**src/itab_pkg.sv**
```systemverilog
// Shared constants and types for the indirect table access block.
// Assumes a 32-bit Avalon-MM register bus with byte addressing and a
// single 200 MHz clock with a synchronous active-high reset.
package itab_pkg;

  // ----------------------------------------------------------------
  // Register map: indexes; the byte address is four times the index
  // ----------------------------------------------------------------
  localparam int          ITAB_ADDR_W   = 8;
  localparam logic [5:0]  IDX_CMD       = 6'h00;
  localparam logic [5:0]  IDX_TOP       = 6'h02;
  localparam logic [5:0]  IDX_WORD2     = 6'h04;
  localparam logic [5:0]  IDX_WORD3     = 6'h06;
  localparam logic [5:0]  IDX_WORD0     = 6'h08;
  localparam logic [5:0]  IDX_WORD1     = 6'h0a;
  localparam logic [5:0]  IDX_IRQ_STAT  = 6'h0c;
  localparam logic [5:0]  IDX_IRQ_MASK  = 6'h0e;

  // ----------------------------------------------------------------
  // Command word, top register and entry fields
  // ----------------------------------------------------------------
  localparam int          CMD_RD_BIT    = 12;
  localparam int          CMD_SEL_LSB   = 10;
  localparam int          CMD_ADDR_W    = 10;
  localparam int          TOP_BUSY_BIT  = 7;
  localparam int          TOP_DATA_W    = 3;
  localparam int          ENTRY_W       = 67;

  // ----------------------------------------------------------------
  // Reset values
  // ----------------------------------------------------------------
  localparam logic [15:0] CMD_RST       = 16'h0000;
  localparam logic [15:0] WORD_RST      = 16'h0000;
  localparam logic [2:0]  TOP_RST       = 3'h0;

  // ----------------------------------------------------------------
  // Interrupt events
  // ----------------------------------------------------------------
  localparam int          EV_RD_DONE    = 0;
  localparam int          EV_WR_DONE    = 1;
  localparam int          EV_NUM        = 2;

  // Table selected by the two-bit field of the command word
  typedef enum logic [1:0] {
    TBL_STATIC = 2'h0,
    TBL_VLAN   = 2'h1,
    TBL_DYN    = 2'h2,
    TBL_MIB    = 2'h3
  } itab_tbl_e;

  // Transfer engine states
  typedef enum logic [1:0] {
    XF_IDLE = 2'b01,
    XF_WAIT = 2'b10
  } itab_xf_e;

endpackage : itab_pkg

```
**src/itab_xfer.sv**
```systemverilog
// Transfer engine: carries one command to the table storage and waits.
// Assumes the storage answers each request with a one-cycle ack.
`timescale 1ns/1ps
module itab_xfer
  import itab_pkg::*;
(
  input  wire logic                  clk,
  input  wire logic                  reset,
  input  wire logic                  start,
  input  wire logic                  start_rd,
  input  wire logic [1:0]            start_sel,
  input  wire logic [CMD_ADDR_W-1:0] start_addr,
  input  wire logic [ENTRY_W-1:0]    start_wdata,
  output logic                       busy,
  output logic                       done,
  output logic                       done_rd,
  output logic                       tbl_req,
  output logic                       tbl_rd,
  output logic [1:0]                 tbl_sel,
  output logic [CMD_ADDR_W-1:0]      tbl_addr,
  output logic [ENTRY_W-1:0]         tbl_wdata,
  input  wire logic                  tbl_ack
);

  typedef struct packed {
    itab_xf_e               st;
    logic                   rd;
    logic [1:0]             sel;
    logic [CMD_ADDR_W-1:0]  addr;
    logic [ENTRY_W-1:0]     wdata;
    logic                   done;
    logic                   done_rd;
  } itab_xf_s;

  itab_xf_s xf_r;
  itab_xf_s xf_nxt;

  // Latch the command on start, finish on ack
  always_comb begin
    xf_nxt         = xf_r;
    xf_nxt.done    = 1'b0;
    xf_nxt.done_rd = 1'b0;
    case (xf_r.st)
      XF_IDLE: begin
        if (start) begin
          xf_nxt.st    = XF_WAIT;
          xf_nxt.rd    = start_rd;
          xf_nxt.sel   = start_sel;
          xf_nxt.addr  = start_addr;
          xf_nxt.wdata = start_wdata;
        end
      end
      XF_WAIT: begin
        if (tbl_ack) begin
          xf_nxt.st      = XF_IDLE;
          xf_nxt.done    = 1'b1;
          xf_nxt.done_rd = xf_r.rd;
        end
      end
      default: xf_nxt.st = XF_IDLE;
    endcase
  end

  always_ff @(posedge clk) begin
    if (reset) begin
      xf_r <= '{st: XF_IDLE, sel: 2'h0, addr: '0, wdata: '0, default: 1'b0};
    end else begin
      xf_r <= xf_nxt;
    end
  end

  assign busy      = (xf_r.st == XF_WAIT);
  assign tbl_req   = (xf_r.st == XF_WAIT);
  assign tbl_rd    = xf_r.rd;
  assign tbl_sel   = xf_r.sel;
  assign tbl_addr  = xf_r.addr;
  assign tbl_wdata = xf_r.wdata;
  assign done      = xf_r.done;
  assign done_rd   = xf_r.done_rd;

endmodule : itab_xfer

```
**src/itab_irq.sv**
```systemverilog
// Sticky event status with write-one-to-clear and a mask register.
// Assumes clear and mask strobes are one-cycle pulses from the bus slave.
`timescale 1ns/1ps
module itab_irq #(
  parameter int N = 2
) (
  input  wire logic         clk,
  input  wire logic         reset,
  input  wire logic [N-1:0] ev_set,
  input  wire logic         clr_wr,
  input  wire logic [N-1:0] clr_bits,
  input  wire logic         mask_wr,
  input  wire logic [N-1:0] mask_bits,
  output logic [N-1:0]      status,
  output logic [N-1:0]      mask,
  output logic              irq
);

  typedef struct packed {
    logic [N-1:0] stat;
    logic [N-1:0] mask;
  } itab_irq_s;

  itab_irq_s ir_r;
  itab_irq_s ir_nxt;

  // A set in the same cycle as its clear wins, so no event is lost
  always_comb begin
    ir_nxt = ir_r;
    if (clr_wr) begin
      ir_nxt.stat = ir_r.stat & ~clr_bits;
    end
    ir_nxt.stat = ir_nxt.stat | ev_set;
    if (mask_wr) begin
      ir_nxt.mask = mask_bits;
    end
  end

  always_ff @(posedge clk) begin
    if (reset) begin
      ir_r <= '0;
    end else begin
      ir_r <= ir_nxt;
    end
  end

  assign status = ir_r.stat;
  assign mask   = ir_r.mask;
  assign irq    = |(ir_r.stat & ir_r.mask);

endmodule : itab_irq

```
**src/itab_top.sv**
```systemverilog
// Indirect table access register bank with an Avalon-MM slave port.
// Assumes the lookup tables and counters answer a held request with a
// one-cycle ack, returning read data in the ack cycle.
`timescale 1ns/1ps
// How it works
// Writing the command register launches a transfer
// Command bit 12: one reads, zero writes
// Bits 11-10 pick static, VLAN, dynamic, counters
// Bits 9-0 give the table entry index
// Busy bit 7 during dynamic or counter reads
// Top register: data 66-64, busy, else zero
// Word0 holds bits 15-0, word1 bits 31-16
// Word2 holds bits 47-32, word3 bits 63-48
// Software loads data first, polls busy after
// Reset clears command, data and busy flag
module itab_top
  import itab_pkg::*;
(
  input  wire logic                   clk,
  input  wire logic                   reset,
  input  wire logic [ITAB_ADDR_W-1:0] address,
  input  wire logic                   read,
  input  wire logic                   write,
  input  wire logic [3:0]             byteenable,
  input  wire logic [31:0]            writedata,
  output logic [31:0]                 readdata,
  output logic                        waitrequest,
  output logic                        irq,
  output logic                        tbl_req,
  output logic                        tbl_rd,
  output logic [1:0]                  tbl_sel,
  output logic [CMD_ADDR_W-1:0]       tbl_addr,
  output logic [ENTRY_W-1:0]          tbl_wdata,
  input  wire logic                   tbl_ack,
  input  wire logic [ENTRY_W-1:0]     tbl_rdata
);

  // ----------------------------------------------------------------
  // State
  // ----------------------------------------------------------------
  typedef struct packed {
    logic [15:0]           cmd;
    logic [15:0]           word0;
    logic [15:0]           word1;
    logic [15:0]           word2;
    logic [15:0]           word3;
    logic [TOP_DATA_W-1:0] top;
    logic                  pend;
    logic                  ack;
    logic                  start;
    logic [31:0]           rdata;
  } itab_regs_s;

  itab_regs_s rg_r;
  itab_regs_s rg_nxt;

  logic              xf_busy;
  logic              xf_done;
  logic              xf_done_rd;
  logic              active;
  logic [5:0]        idx;
  logic              wr_take;
  logic              rd_take;
  logic [EV_NUM-1:0] ev_set;
  logic [EV_NUM-1:0] irq_status;
  logic [EV_NUM-1:0] irq_mask;
  logic [15:0]       top_view;
  logic              tbl_fin;

  // ----------------------------------------------------------------
  // Helpers
  // ----------------------------------------------------------------
  // Merge the two low byte lanes into a 16-bit register
  function automatic logic [15:0] merge16(input logic [15:0] old,
                                          input logic [31:0] wd,
                                          input logic [3:0]  be);
    logic [15:0] res;
    res = old;
    if (be[0]) begin
      res[7:0] = wd[7:0];
    end
    if (be[1]) begin
      res[15:8] = wd[15:8];
    end
    return res;
  endfunction : merge16

  // Busy only applies to reads of the dynamic table or the counters
  function automatic logic needs_busy(input logic [15:0] c);
    itab_tbl_e t;
    t = itab_tbl_e'(c[CMD_SEL_LSB+1:CMD_SEL_LSB]);
    return c[CMD_RD_BIT] && ((t == TBL_DYN) || (t == TBL_MIB));
  endfunction : needs_busy

  // ----------------------------------------------------------------
  // Bus decode and handshake
  // ----------------------------------------------------------------
  // Every access waits one cycle; writes also wait while a transfer
  // runs, so the staged entry cannot change under the tables.
  assign idx         = address[ITAB_ADDR_W-1:2];
  assign active      = rg_r.start | xf_busy;
  assign waitrequest = (read | write) & ~rg_r.ack;
  assign wr_take     = write & rg_r.ack;
  assign rd_take     = read & rg_r.ack;
  assign readdata    = rg_r.rdata;

  // The tables answer once per request; their data stands only then
  assign tbl_fin     = tbl_req & tbl_ack;

  // Status view of the top data register
  always_comb begin
    top_view                    = 16'h0000;
    top_view[TOP_DATA_W-1:0]    = rg_r.top;
    top_view[TOP_BUSY_BIT]      = rg_r.pend;
  end

  // ----------------------------------------------------------------
  // Register next state
  // ----------------------------------------------------------------
  always_comb begin
    rg_nxt       = rg_r;
    rg_nxt.start = 1'b0;
    rg_nxt.ack   = (read | (write & ~active)) & ~rg_r.ack;

    // Read data is captured one edge before the answer edge
    if (read & ~rg_r.ack) begin
      case (idx)
        IDX_CMD:      rg_nxt.rdata = {16'h0000, rg_r.cmd};
        IDX_TOP:      rg_nxt.rdata = {16'h0000, top_view};
        IDX_WORD2:    rg_nxt.rdata = {16'h0000, rg_r.word2};
        IDX_WORD3:    rg_nxt.rdata = {16'h0000, rg_r.word3};
        IDX_WORD0:    rg_nxt.rdata = {16'h0000, rg_r.word0};
        IDX_WORD1:    rg_nxt.rdata = {16'h0000, rg_r.word1};
        IDX_IRQ_STAT: rg_nxt.rdata = {{(32-EV_NUM){1'b0}}, irq_status};
        IDX_IRQ_MASK: rg_nxt.rdata = {{(32-EV_NUM){1'b0}}, irq_mask};
        default:      rg_nxt.rdata = 32'h0000_0000;
      endcase
    end

    // Writes take effect only at the answer edge
    if (wr_take) begin
      case (idx)
        IDX_CMD: begin
          rg_nxt.cmd   = merge16(rg_r.cmd, writedata, byteenable);
          rg_nxt.start = 1'b1;
          rg_nxt.pend  = needs_busy(rg_nxt.cmd);
        end
        IDX_WORD2: rg_nxt.word2 = merge16(rg_r.word2, writedata, byteenable);
        IDX_WORD3: rg_nxt.word3 = merge16(rg_r.word3, writedata, byteenable);
        IDX_WORD0: rg_nxt.word0 = merge16(rg_r.word0, writedata, byteenable);
        IDX_WORD1: rg_nxt.word1 = merge16(rg_r.word1, writedata, byteenable);
        default: ;
      endcase
    end

    // Read data stands only in the ack cycle; busy drops with the load
    if (tbl_fin && tbl_rd) begin
      rg_nxt.word0 = tbl_rdata[15:0];
      rg_nxt.word1 = tbl_rdata[31:16];
      rg_nxt.word2 = tbl_rdata[47:32];
      rg_nxt.word3 = tbl_rdata[63:48];
      rg_nxt.top   = tbl_rdata[66:64];
    end
    if (tbl_fin) begin
      rg_nxt.pend = 1'b0;
    end
  end

  // Synchronous reset clears command, data and busy flag
  always_ff @(posedge clk) begin
    if (reset) begin
      rg_r <= '{cmd: CMD_RST, word0: WORD_RST, word1: WORD_RST,
                word2: WORD_RST, word3: WORD_RST, top: TOP_RST,
                pend: 1'b0, ack: 1'b0, start: 1'b0,
                rdata: 32'h0000_0000};
    end else begin
      rg_r <= rg_nxt;
    end
  end

  // ----------------------------------------------------------------
  // Transfer engine
  // ----------------------------------------------------------------
  // The command word is split into direction, table and index here
  itab_xfer u_xfer (
    .clk         (clk),
    .reset       (reset),
    .start       (rg_r.start),
    .start_rd    (rg_r.cmd[CMD_RD_BIT]),
    .start_sel   (rg_r.cmd[CMD_SEL_LSB+1:CMD_SEL_LSB]),
    .start_addr  (rg_r.cmd[CMD_ADDR_W-1:0]),
    .start_wdata ({rg_r.top, rg_r.word3, rg_r.word2, rg_r.word1, rg_r.word0}),
    .busy        (xf_busy),
    .done        (xf_done),
    .done_rd     (xf_done_rd),
    .tbl_req     (tbl_req),
    .tbl_rd      (tbl_rd),
    .tbl_sel     (tbl_sel),
    .tbl_addr    (tbl_addr),
    .tbl_wdata   (tbl_wdata),
    .tbl_ack     (tbl_ack)
  );

  // ----------------------------------------------------------------
  // Interrupts
  // ----------------------------------------------------------------
  always_comb begin
    ev_set             = '0;
    ev_set[EV_RD_DONE] = xf_done & xf_done_rd;
    ev_set[EV_WR_DONE] = xf_done & ~xf_done_rd;
  end

  itab_irq #(
    .N (EV_NUM)
  ) u_irq (
    .clk       (clk),
    .reset     (reset),
    .ev_set    (ev_set),
    .clr_wr    (wr_take && (idx == IDX_IRQ_STAT) && byteenable[0]),
    .clr_bits  (writedata[EV_NUM-1:0]),
    .mask_wr   (wr_take && (idx == IDX_IRQ_MASK) && byteenable[0]),
    .mask_bits (writedata[EV_NUM-1:0]),
    .status    (irq_status),
    .mask      (irq_mask),
    .irq       (irq)
  );

  // ----------------------------------------------------------------
  // Assertions
  // ----------------------------------------------------------------
  // A taken command write starts the engine on the following edges
  a_cmd_launch: assert property (@(posedge clk) disable iff (reset)
    (wr_take && idx == IDX_CMD) |=> rg_r.start ##1 tbl_req)
    else $error("command write did not launch a table request");

  // Direction on the table side follows the stored command
  a_dir_follow: assert property (@(posedge clk) disable iff (reset)
    tbl_req |-> (tbl_rd == rg_r.cmd[CMD_RD_BIT]))
    else $error("table direction differs from command bit");

  // Table select follows the stored command
  a_tbl_select: assert property (@(posedge clk) disable iff (reset)
    tbl_req |-> (tbl_sel == rg_r.cmd[CMD_SEL_LSB+1:CMD_SEL_LSB]))
    else $error("table select differs from command field");

  // Entry index follows the stored command
  a_entry_index: assert property (@(posedge clk) disable iff (reset)
    tbl_req |-> (tbl_addr == rg_r.cmd[CMD_ADDR_W-1:0]))
    else $error("table index differs from command field");

  // Busy rises for a dynamic or counter read and holds into the first request cycle
  a_busy_set: assert property (@(posedge clk) disable iff (reset)
    (wr_take && idx == IDX_CMD && writedata[CMD_RD_BIT]
     && writedata[CMD_SEL_LSB+1] && (&byteenable[1:0]))
    |=> rg_r.pend ##1 (rg_r.pend throughout (tbl_req [*1])))
    else $error("busy flag not held during pending read");

  // Busy never set for writes or static and VLAN reads
  a_busy_clear: assert property (@(posedge clk) disable iff (reset)
    (xf_done || (tbl_req && !(tbl_rd && tbl_sel[1]))) |=> !rg_r.pend)
    else $error("busy flag set without a pending dynamic read");

  // Top register reads show only data, busy and zeros
  a_top_layout: assert property (@(posedge clk) disable iff (reset)
    (rd_take && idx == IDX_TOP) |->
      (readdata[31:8] == 24'h000000 && readdata[6:3] == 4'h0))
    else $error("top data register shows reserved bits");

  // Read results land in the words in the documented order
  a_read_load: assert property (@(posedge clk) disable iff (reset)
    (tbl_fin && tbl_rd) |=> ({rg_r.top, rg_r.word3, rg_r.word2, rg_r.word1, rg_r.word0}
                    == $past(tbl_rdata)))
    else $error("read data not placed in data words");

  // Write data toward the tables is assembled from the words
  a_write_data: assert property (@(posedge clk) disable iff (reset)
    (tbl_req && !tbl_rd) |->
      (tbl_wdata == {rg_r.top, rg_r.word3, rg_r.word2, rg_r.word1, rg_r.word0}))
    else $error("table write data differs from data words");

  // A fresh read request waits exactly one cycle
  a_bus_answer: assert property (@(posedge clk) disable iff (reset)
    (read && !rg_r.ack) |-> waitrequest ##1 !waitrequest)
    else $error("read not answered after one wait cycle");

  // Reset leaves the command, word0, top data and busy flag clear
  a_reset_state: assert property (@(posedge clk)
    $past(reset) |-> (rg_r.cmd == CMD_RST && rg_r.pend == 1'b0
                      && rg_r.word0 == WORD_RST && rg_r.top == TOP_RST))
    else $error("registers not cleared by reset");

  // Interrupt line tracks unmasked status
  a_irq_level: assert property (@(posedge clk) disable iff (reset)
    irq == |(irq_status & irq_mask))
    else $error("interrupt output disagrees with status and mask");

  // Busy drops at the edge that loads the read data
  a_busy_drop: assert property (@(posedge clk) disable iff (reset)
    tbl_fin |=> !rg_r.pend)
    else $error("busy flag still set after table ack");

  // Writes wait while a transfer runs
  a_write_stall: assert property (@(posedge clk) disable iff (reset)
    (write && active) |-> waitrequest)
    else $error("write answered during a transfer");

  // Table request and its fields hold until the ack
  a_req_hold: assert property (@(posedge clk) disable iff (reset)
    (tbl_req && !tbl_ack) |=> (tbl_req && $stable(tbl_addr) && $stable(tbl_sel)
                               && $stable(tbl_rd) && $stable(tbl_wdata)))
    else $error("table request changed before its ack");

  // The top data bits ignore bus writes
  a_top_readonly: assert property (@(posedge clk) disable iff (reset)
    (wr_take && idx == IDX_TOP) |=> (rg_r.top == $past(rg_r.top)))
    else $error("bus write changed the top data bits");

  // A full write to word0 lands as written
  a_word0_write: assert property (@(posedge clk) disable iff (reset)
    (wr_take && idx == IDX_WORD0 && (&byteenable[1:0]))
    |=> (rg_r.word0 == $past(writedata[15:0])))
    else $error("word0 differs from written value");

  // A full write to word2 lands as written
  a_word2_write: assert property (@(posedge clk) disable iff (reset)
    (wr_take && idx == IDX_WORD2 && (&byteenable[1:0]))
    |=> (rg_r.word2 == $past(writedata[15:0])))
    else $error("word2 differs from written value");

  // The command word is stored whole, reserved bits too
  a_cmd_store: assert property (@(posedge clk) disable iff (reset)
    (wr_take && idx == IDX_CMD && (&byteenable[1:0]))
    |=> (rg_r.cmd == $past(writedata[15:0])))
    else $error("command differs from written value");

  // An event sets its status bit even under a clear
  a_status_set: assert property (@(posedge clk) disable iff (reset)
    (|ev_set) |=> ((irq_status & $past(ev_set)) == $past(ev_set)))
    else $error("event did not set its status bit");

endmodule : itab_top

```
**config.mk**
```make
export PLATFORM = sky130hd
export DESIGN_NAME = itab_top
export DESIGN_NICKNAME = d
export VERILOG_FILES = /design/src/itab_pkg.sv /design/src/itab_xfer.sv /design/src/itab_irq.sv /design/src/itab_top.sv
export SDC_FILE = /design/constraint.sdc
export NUM_CORES = 1
export LEC_CHECK = 0
export BUFFER_PORTS_ARGS = -buffer_cell sky130_fd_sc_hd__buf_4
export CELL_PAD_IN_SITES_DETAIL_PLACEMENT = 0
export CELL_PAD_IN_SITES_GLOBAL_PLACEMENT = 1
export CORE_MARGIN = 5
export CORE_UTILIZATION = 43
export CTS_BUF_LIST = sky130_fd_sc_hd__clkbuf_4
export CTS_CLUSTER_DIAMETER = 150
export CTS_CLUSTER_SIZE = 10
export DETAILED_ROUTE_END_ITERATION = 7
export PLACE_DENSITY_LB_ADDON = 0.1
export SYNTH_ARGS = -nofsm -noshare
export SYNTH_HDL_FRONTEND = slang
export SYNTH_SLANG_ARGS = --single-unit
```
**constraint.sdc**
```tcl
create_clock -name clk -period 5.66 [get_ports clk]
set_clock_uncertainty 0.2 [all_clocks]
set_input_delay 0.849 -clock clk [delete_from_list [all_inputs] [get_ports clk]]
set_output_delay 0.849 -clock clk [all_outputs]
set_load 0.03 [all_outputs]
```
After elaboration in Yosys (flattened, before gate mapping)
Index checks and enable logic that the tools add are counted.
Cells by class
  eq/ne operators: 14
  muxes and demuxes: 18
  bitwise operators: 21
  reduce and logical (&&, ||, !) cells: 33
Operator list (count)
  16-bit one-hot mux with 8 select lines: 1
  82-bit 2-to-1 mux: 1
  67-bit 2-to-1 mux: 1
  16-bit 2-to-1 mux: 4
  64-bit 2-to-1 mux: 1
  8-bit 2-to-1 mux: 5
  3-bit AND reduction: 10
  6-bit by 4-bit == test with 1-bit output (second input constant): 4
  2-bit nonzero test: 7
  6-bit by 3-bit == test with 1-bit output (second input constant): 2
  1-bit AND: 8
  2-bit OR reduction: 4
  2-bit == test (second input constant): 3
  6-bit by 2-bit == test with 1-bit output (second input constant): 1
  1-bit logical AND: 6
  6-bit zero test: 1
  2-bit 2-to-1 mux: 3
  1-bit inverter: 6
  2-bit AND reduction: 3
  2-bit AND: 2
  2-bit one-hot mux with 2 select lines: 1
  3-bit != test (second input constant): 1
  1-bit OR: 3
  3-bit OR reduction: 1
  7 further kinds: 7
Storage, ports and cells
  bits in registers: 206
  word-level logic and storage cells: 111

Logic depth before layout (Yosys ltp)
  depth in word-level cells: 6
  gate-level depth with buffers: 7
  depth with buffers taken out: 4

Hierarchy
From an unflattened synthesis, not the netlist that was laid out.
Second synthesis, totals
  cell total of the unflattened synthesis: 1018
  area, all modules: 9484.1 um^2
By module, submodules not included
  itab_top: instances 1, cells an instance 565, area each 4912.2 um^2, sequential area each 2042.0 um^2
  itab_xfer: instances 1, cells an instance 438, area each 4423.0 um^2, sequential area each 1681.6 um^2
  itab_irq: instances 1, cells an instance 15, area each 148.9 um^2, sequential area each 80.1 um^2

Least setup slack after synthesis
OpenSTA, ideal clock, no wires.
  kind: input port to flip-flop
  from: input port address[7]
  to: register rg_r[53] (netlist name)
  library setup time: 0.080 ns
  data arrival time: 2.275 ns
  data required time: 5.380 ns
  setup slack: 3.105 ns
  stages: 6
  path buffers: 2
  cell sequence: or4b_1 buf_6 o31ai_4 buf_6 nor2_1 a211oi_2
On the way
  longest elaborated chain between the ends: 3
Ends and longest elaborated chain
  from (decl): RTL line itab_top.sv:21  | input wire logic [ITAB_ADDR_W-1:0] address,
  6-bit by 3-bit == test with 1-bit output: RTL line itab_top.sv:142  | case (idx)
  2-bit nonzero test (no line)
  3-bit AND reduction (no line)
  to (signal assigned): RTL line itab_top.sv:172  | rg_r <= '{cmd: CMD_RST, word0: WORD_RST, word1: WORD_RST,
  to (signal assigned): RTL line itab_top.sv:177  | rg_r <= rg_nxt;
  to (decl): RTL line itab_top.sv:54  | itab_regs_s rg_r;
No other way between the ends.
A chain may end at the register's enable or synchronous reset.

Worst setup path in the final report
  from: register u_xfer.xf_r[82] (netlist name)
  to: register rg_r[88] (netlist name)
On the way
  longest elaborated chain between the ends: 5
Ends and longest elaborated chain
  from (decl): RTL line itab_xfer.sv:35  | itab_xf_s xf_r;
  from (signal assigned): RTL line itab_xfer.sv:68  | xf_r <= xf_nxt;
  2-bit == test *: RTL line itab_xfer.sv:73  | assign tbl_req = (xf_r.st == XF_WAIT);
  1-bit AND *: RTL line itab_top.sv:108  | assign tbl_fin = tbl_req & tbl_ack;
  1-bit logical AND *: RTL line itab_top.sv:157  | if (tbl_fin && tbl_rd) begin
  2-bit nonzero test (no line)
  3-bit AND reduction (no line)
Every way passes the cells marked *; elsewhere a longest branch is shown, timed or not.

==> impl_metrics.toml <==
[synth]
seq_area_frac_synth = 0.432
synthCells = 1042
ys_seq_elements = 190
synth_simple_gate_area_share = 0.185
syn_avg_cell_area_um2 = 8.45
synthXorXnorAreaFrac = 0
dominantRegCellSynth = "dfxtp_1"
synth_top_family_by_area = "compound AO/OA/AOI/OAI gates"
synth_compound_area_frac = 0.211
syn-cell-area_um2 = 8800
synth_cell_types = 44
synth_edf_count = 0
yosysWarnings = 0
synthAdderAreaFrac = 0
synth_mux_area_frac = 0.0379
async_flop_share = 0

[grt]
grt_max_degree = 83
grt_pass1_wl_um = 43100
antenna_found_initial = 1
grt_pass1_vias = 6986
grt_overflow = 0
grt_use_total = 0.241

[sta]
period_needed_ns = 2.71
hold_viol_final = 0
slew_viol_final = 0
clock.fmax_mhz = 369
tns_ns = 0
worstMarginPinSlew_ns = 1.16
setup_slack_ns = 2.95
setup_violations = 0
finalCritPeriodShare = 0.479
rsz0062_at_grt = "false"
maxSlewHeadroom = 0.227

[floorplan]
initial_core_util = 0.436
io_pins = 231
die-area_um2 = 23400
num_rows = 52
die_height_um = 153
core_um2 = 20200
die_w_um = 153

[final_layout]
fin_util = 0.487
nFillCells = 2125
drive_gt1_frac = 0.238
area_delta_synth_final_pct = 11.6
nNetsFinal = 1208

[critical_path]
crit_path_top_delay_cell = "nand4b_2"
slowest_delay_ns = 0.93
arrival_ns = 2.99
path_max_fanout = 28
r2r-end = "rg_r[88]"
startpoint = "u_xfer.xf_r[82]"
critPathRequiredTime_ns = 5.94
crit_chain = "nand4b_2, and2_1, a211oi_1, nor3_1"
reg2regPathDepth = 4
r2r_setup_slack_ns = 2.95
crit_type = "flip-flop to flip-flop"
r2r_start = "u_xfer.xf_r[82]"
cp-end-kind = "flip-flop"
start_kind = "flip-flop"

[clock_network]
cts_hold_buf = 0
cts_inserted_buffers = 17
cts_resized = 0
clockBufferDepth = 2
clkTransAtPathRegs_ns = 0.17
cts_sinks = 190
postCtsSetupBuffers = 0
root_buffer = "clkbuf_4"
cts_tree = "built"
clk_latency_ns = 0.61
h-tree-depth = 4

[placed_design]
gp_congestion = 0.874
dpl_worst_slack_ns = 2.37
hpwl_um = 20800
io_buffers = 194

[power_and_ir_drop]
p_clk_frac = 0.341
leakagePower_nw = 3.67
p_switching_w = 0.000631
powerDensity_nw_per_um2 = 234
intPower_w = 0.00167
vdd_drop_max_mv = 0.127
swShare = 0.274
p_comb_frac = 0.076
p_seq_frac = 0.583

[min_path]
holdPathStages = 3
hold_start = "writedata[5]"
hp-class = "primary input to flip-flop"
min_to = "rg_r[107]"

[routing]
drc = 0
via_per_inst = 5.43
ant_nets = 0
drtPass1Iterations = 5
finalWirelength_um = 29400
route.vias.total = 7478
drtIter0Drc = 530
routedWlPerCell_um = 21.4

[outcome]
status = "completed"

[job]
cap_violations = 0
## cell families after synthesis
group | count (synthesis)
multiplexers | 30
AND/OR/NAND/NOR | 364
AO/OA/AOI/OAI | 272
other | 1
flip-flops | 190
buffers and inverters | 185
## critical path: cells and delay by family, from the launching register on
| family | cells | cell delay [ns] |
|---|---|---|
| simple gates | 3 | 1.73 |
| compound gates | 1 | 0.26 |
| flops | 1 | 0.38 |
## layout by cell type (no fill, tap or decap), types with 3 or more instances in the layout
cell type,synthesis,layout
a211oi_1,52,52
a211oi_2,12,12
a21oi_1,142,142
a221oi_1,14,14
a22o_1,15,15
a22oi_1,10,10
a31oi_1,4,4
and2_1,16,16
and3_1,4,4
buf_4,111,199
clkbuf_4,0,17
clkinvlp_4,0,4
conb_1,1,16
dfxtp_1,190,190
inv_8,0,3
mux2_2,7,7
mux2i_1,21,21
nand2_1,179,179
nand2b_1,4,4
nand3_1,7,7
nand3b_1,17,17
nand4_1,3,3
nor2_1,94,94
nor2b_1,5,5
nor3_1,18,18
nor4_1,3,3
o21ai_0,10,10
o22ai_1,3,3
o31ai_4,8,8
## registers in the layout, summed over array words and instances (netlist names), 2 cells and up, named ones only
name / cells
u_xfer.tbl_addr: 10
u_xfer.tbl_wdata: 67
u_irq.mask: 2
u_xfer.tbl_sel: 2
rg_r: 85
u_xfer.xf_r: 2
readdata: 16
u_irq.status: 2
## worst max path at each step
stage | endpoint | slack [ns] | cells after the start
after floorplan | rg_r[53] | 3.10 | 6
after global placement | rg_r[69] | 2.41 | 5
after detailed placement | rg_r[63] | 2.37 | 5
after CTS | rg_r[88] | 2.93 | 4
after global routing | rg_r[98] | 2.79 | 4
final | rg_r[88] | 2.95 | 4
## power groups by stage
stage / Combinational, W / Clock (W) / Sequential (W)
after global routing: 0.000184 / 0.000845 / 0.00134
after global placement: 0.000173 / 0 / 0.00137
final: 0.000174 / 0.000786 / 0.00134
after detailed placement: 0.000173 / 0 / 0.00137
after CTS: 0.000173 / 0.000799 / 0.00134
after floorplan: 0.0000918 / 0 / 0.00137
## synth_stat cells, types with 2 or more instances
library cell	number	share of area
nor3_1	18	0.010
dfxtp_1	190	0.43
nor2_1	94	0.040
nor2b_1	5	0.0036
inv_1	2	0.00085
and3b_1	3	0.0030
and3_1	4	0.0028
mux2i_1	21	0.024
nor4_1	3	0.0021
a211oi_2	12	0.017
a22o_1	15	0.015
buf_6	8	0.010
o31ai_4	8	0.019
mux2_2	7	0.0090
mux4_2	2	0.0051
clkbuf_1	56	0.024
or3_1	2	0.0014
a221oi_1	14	0.014
nand3_1	7	0.0040
a22oi_1	10	0.0085
nand3b_1	17	0.014
nand2_1	179	0.076
a31oi_1	4	0.0028
o21ai_0	10	0.0057
a21oi_1	142	0.081
buf_4	111	0.095
nand2b_1	4	0.0028
o22ai_1	3	0.0021
buf_1	4	0.0017
a211oi_1	52	0.044
nand4_1	3	0.0021
nor3b_1	2	0.0017
buf_2	4	0.0023
and2_1	16	0.011
## stage by stage
| step | total power [W] | area, µm² | instances | hold WS (ns) |
|---|---|---|---|---|
| floorplan | 0.00146 | 8860 | 1057 | 0.226 |
| global placement | 0.00154 | 9530 | 1343 | 0.241 |
| detailed placement | 0.00154 | 9530 | 1343 | 0.246 |
| CTS | 0.00231 | 9820 | 1375 | 0.242 |
| global route | 0.00237 | 9820 | 1376 | 0.242 |
| finish | 0.00230 | 9820 | 1376 | 0.260 |
## layout make-up
cell class / count / area, µm² / share of cell area
Timing Repair Buffer: 199 / 1490 / 0.152
Inverter: 2 / 7.51 / 0.000764
Sequential cell: 190 / 3800 / 0.387
Clock inverter: 15 / 163 / 0.0166
Clock buffer: 17 / 128 / 0.0130
Tap cell: 270 / 338 / 0.0344
Multi-Input combinational cell: 682 / 3890 / 0.396
Antenna cell: 1 / 2.50 / 0.000255
## per-layer routing
layer	wire length (µm)	GRT usage	vias up
met1	13200	0.325	3589
met3	1880	0.0557	37
met2	13700	0.386	259
li1	-	-	3593
met5	0	0	-
met4	698	0.0725	0
Power figures use the tool's default switching activity.
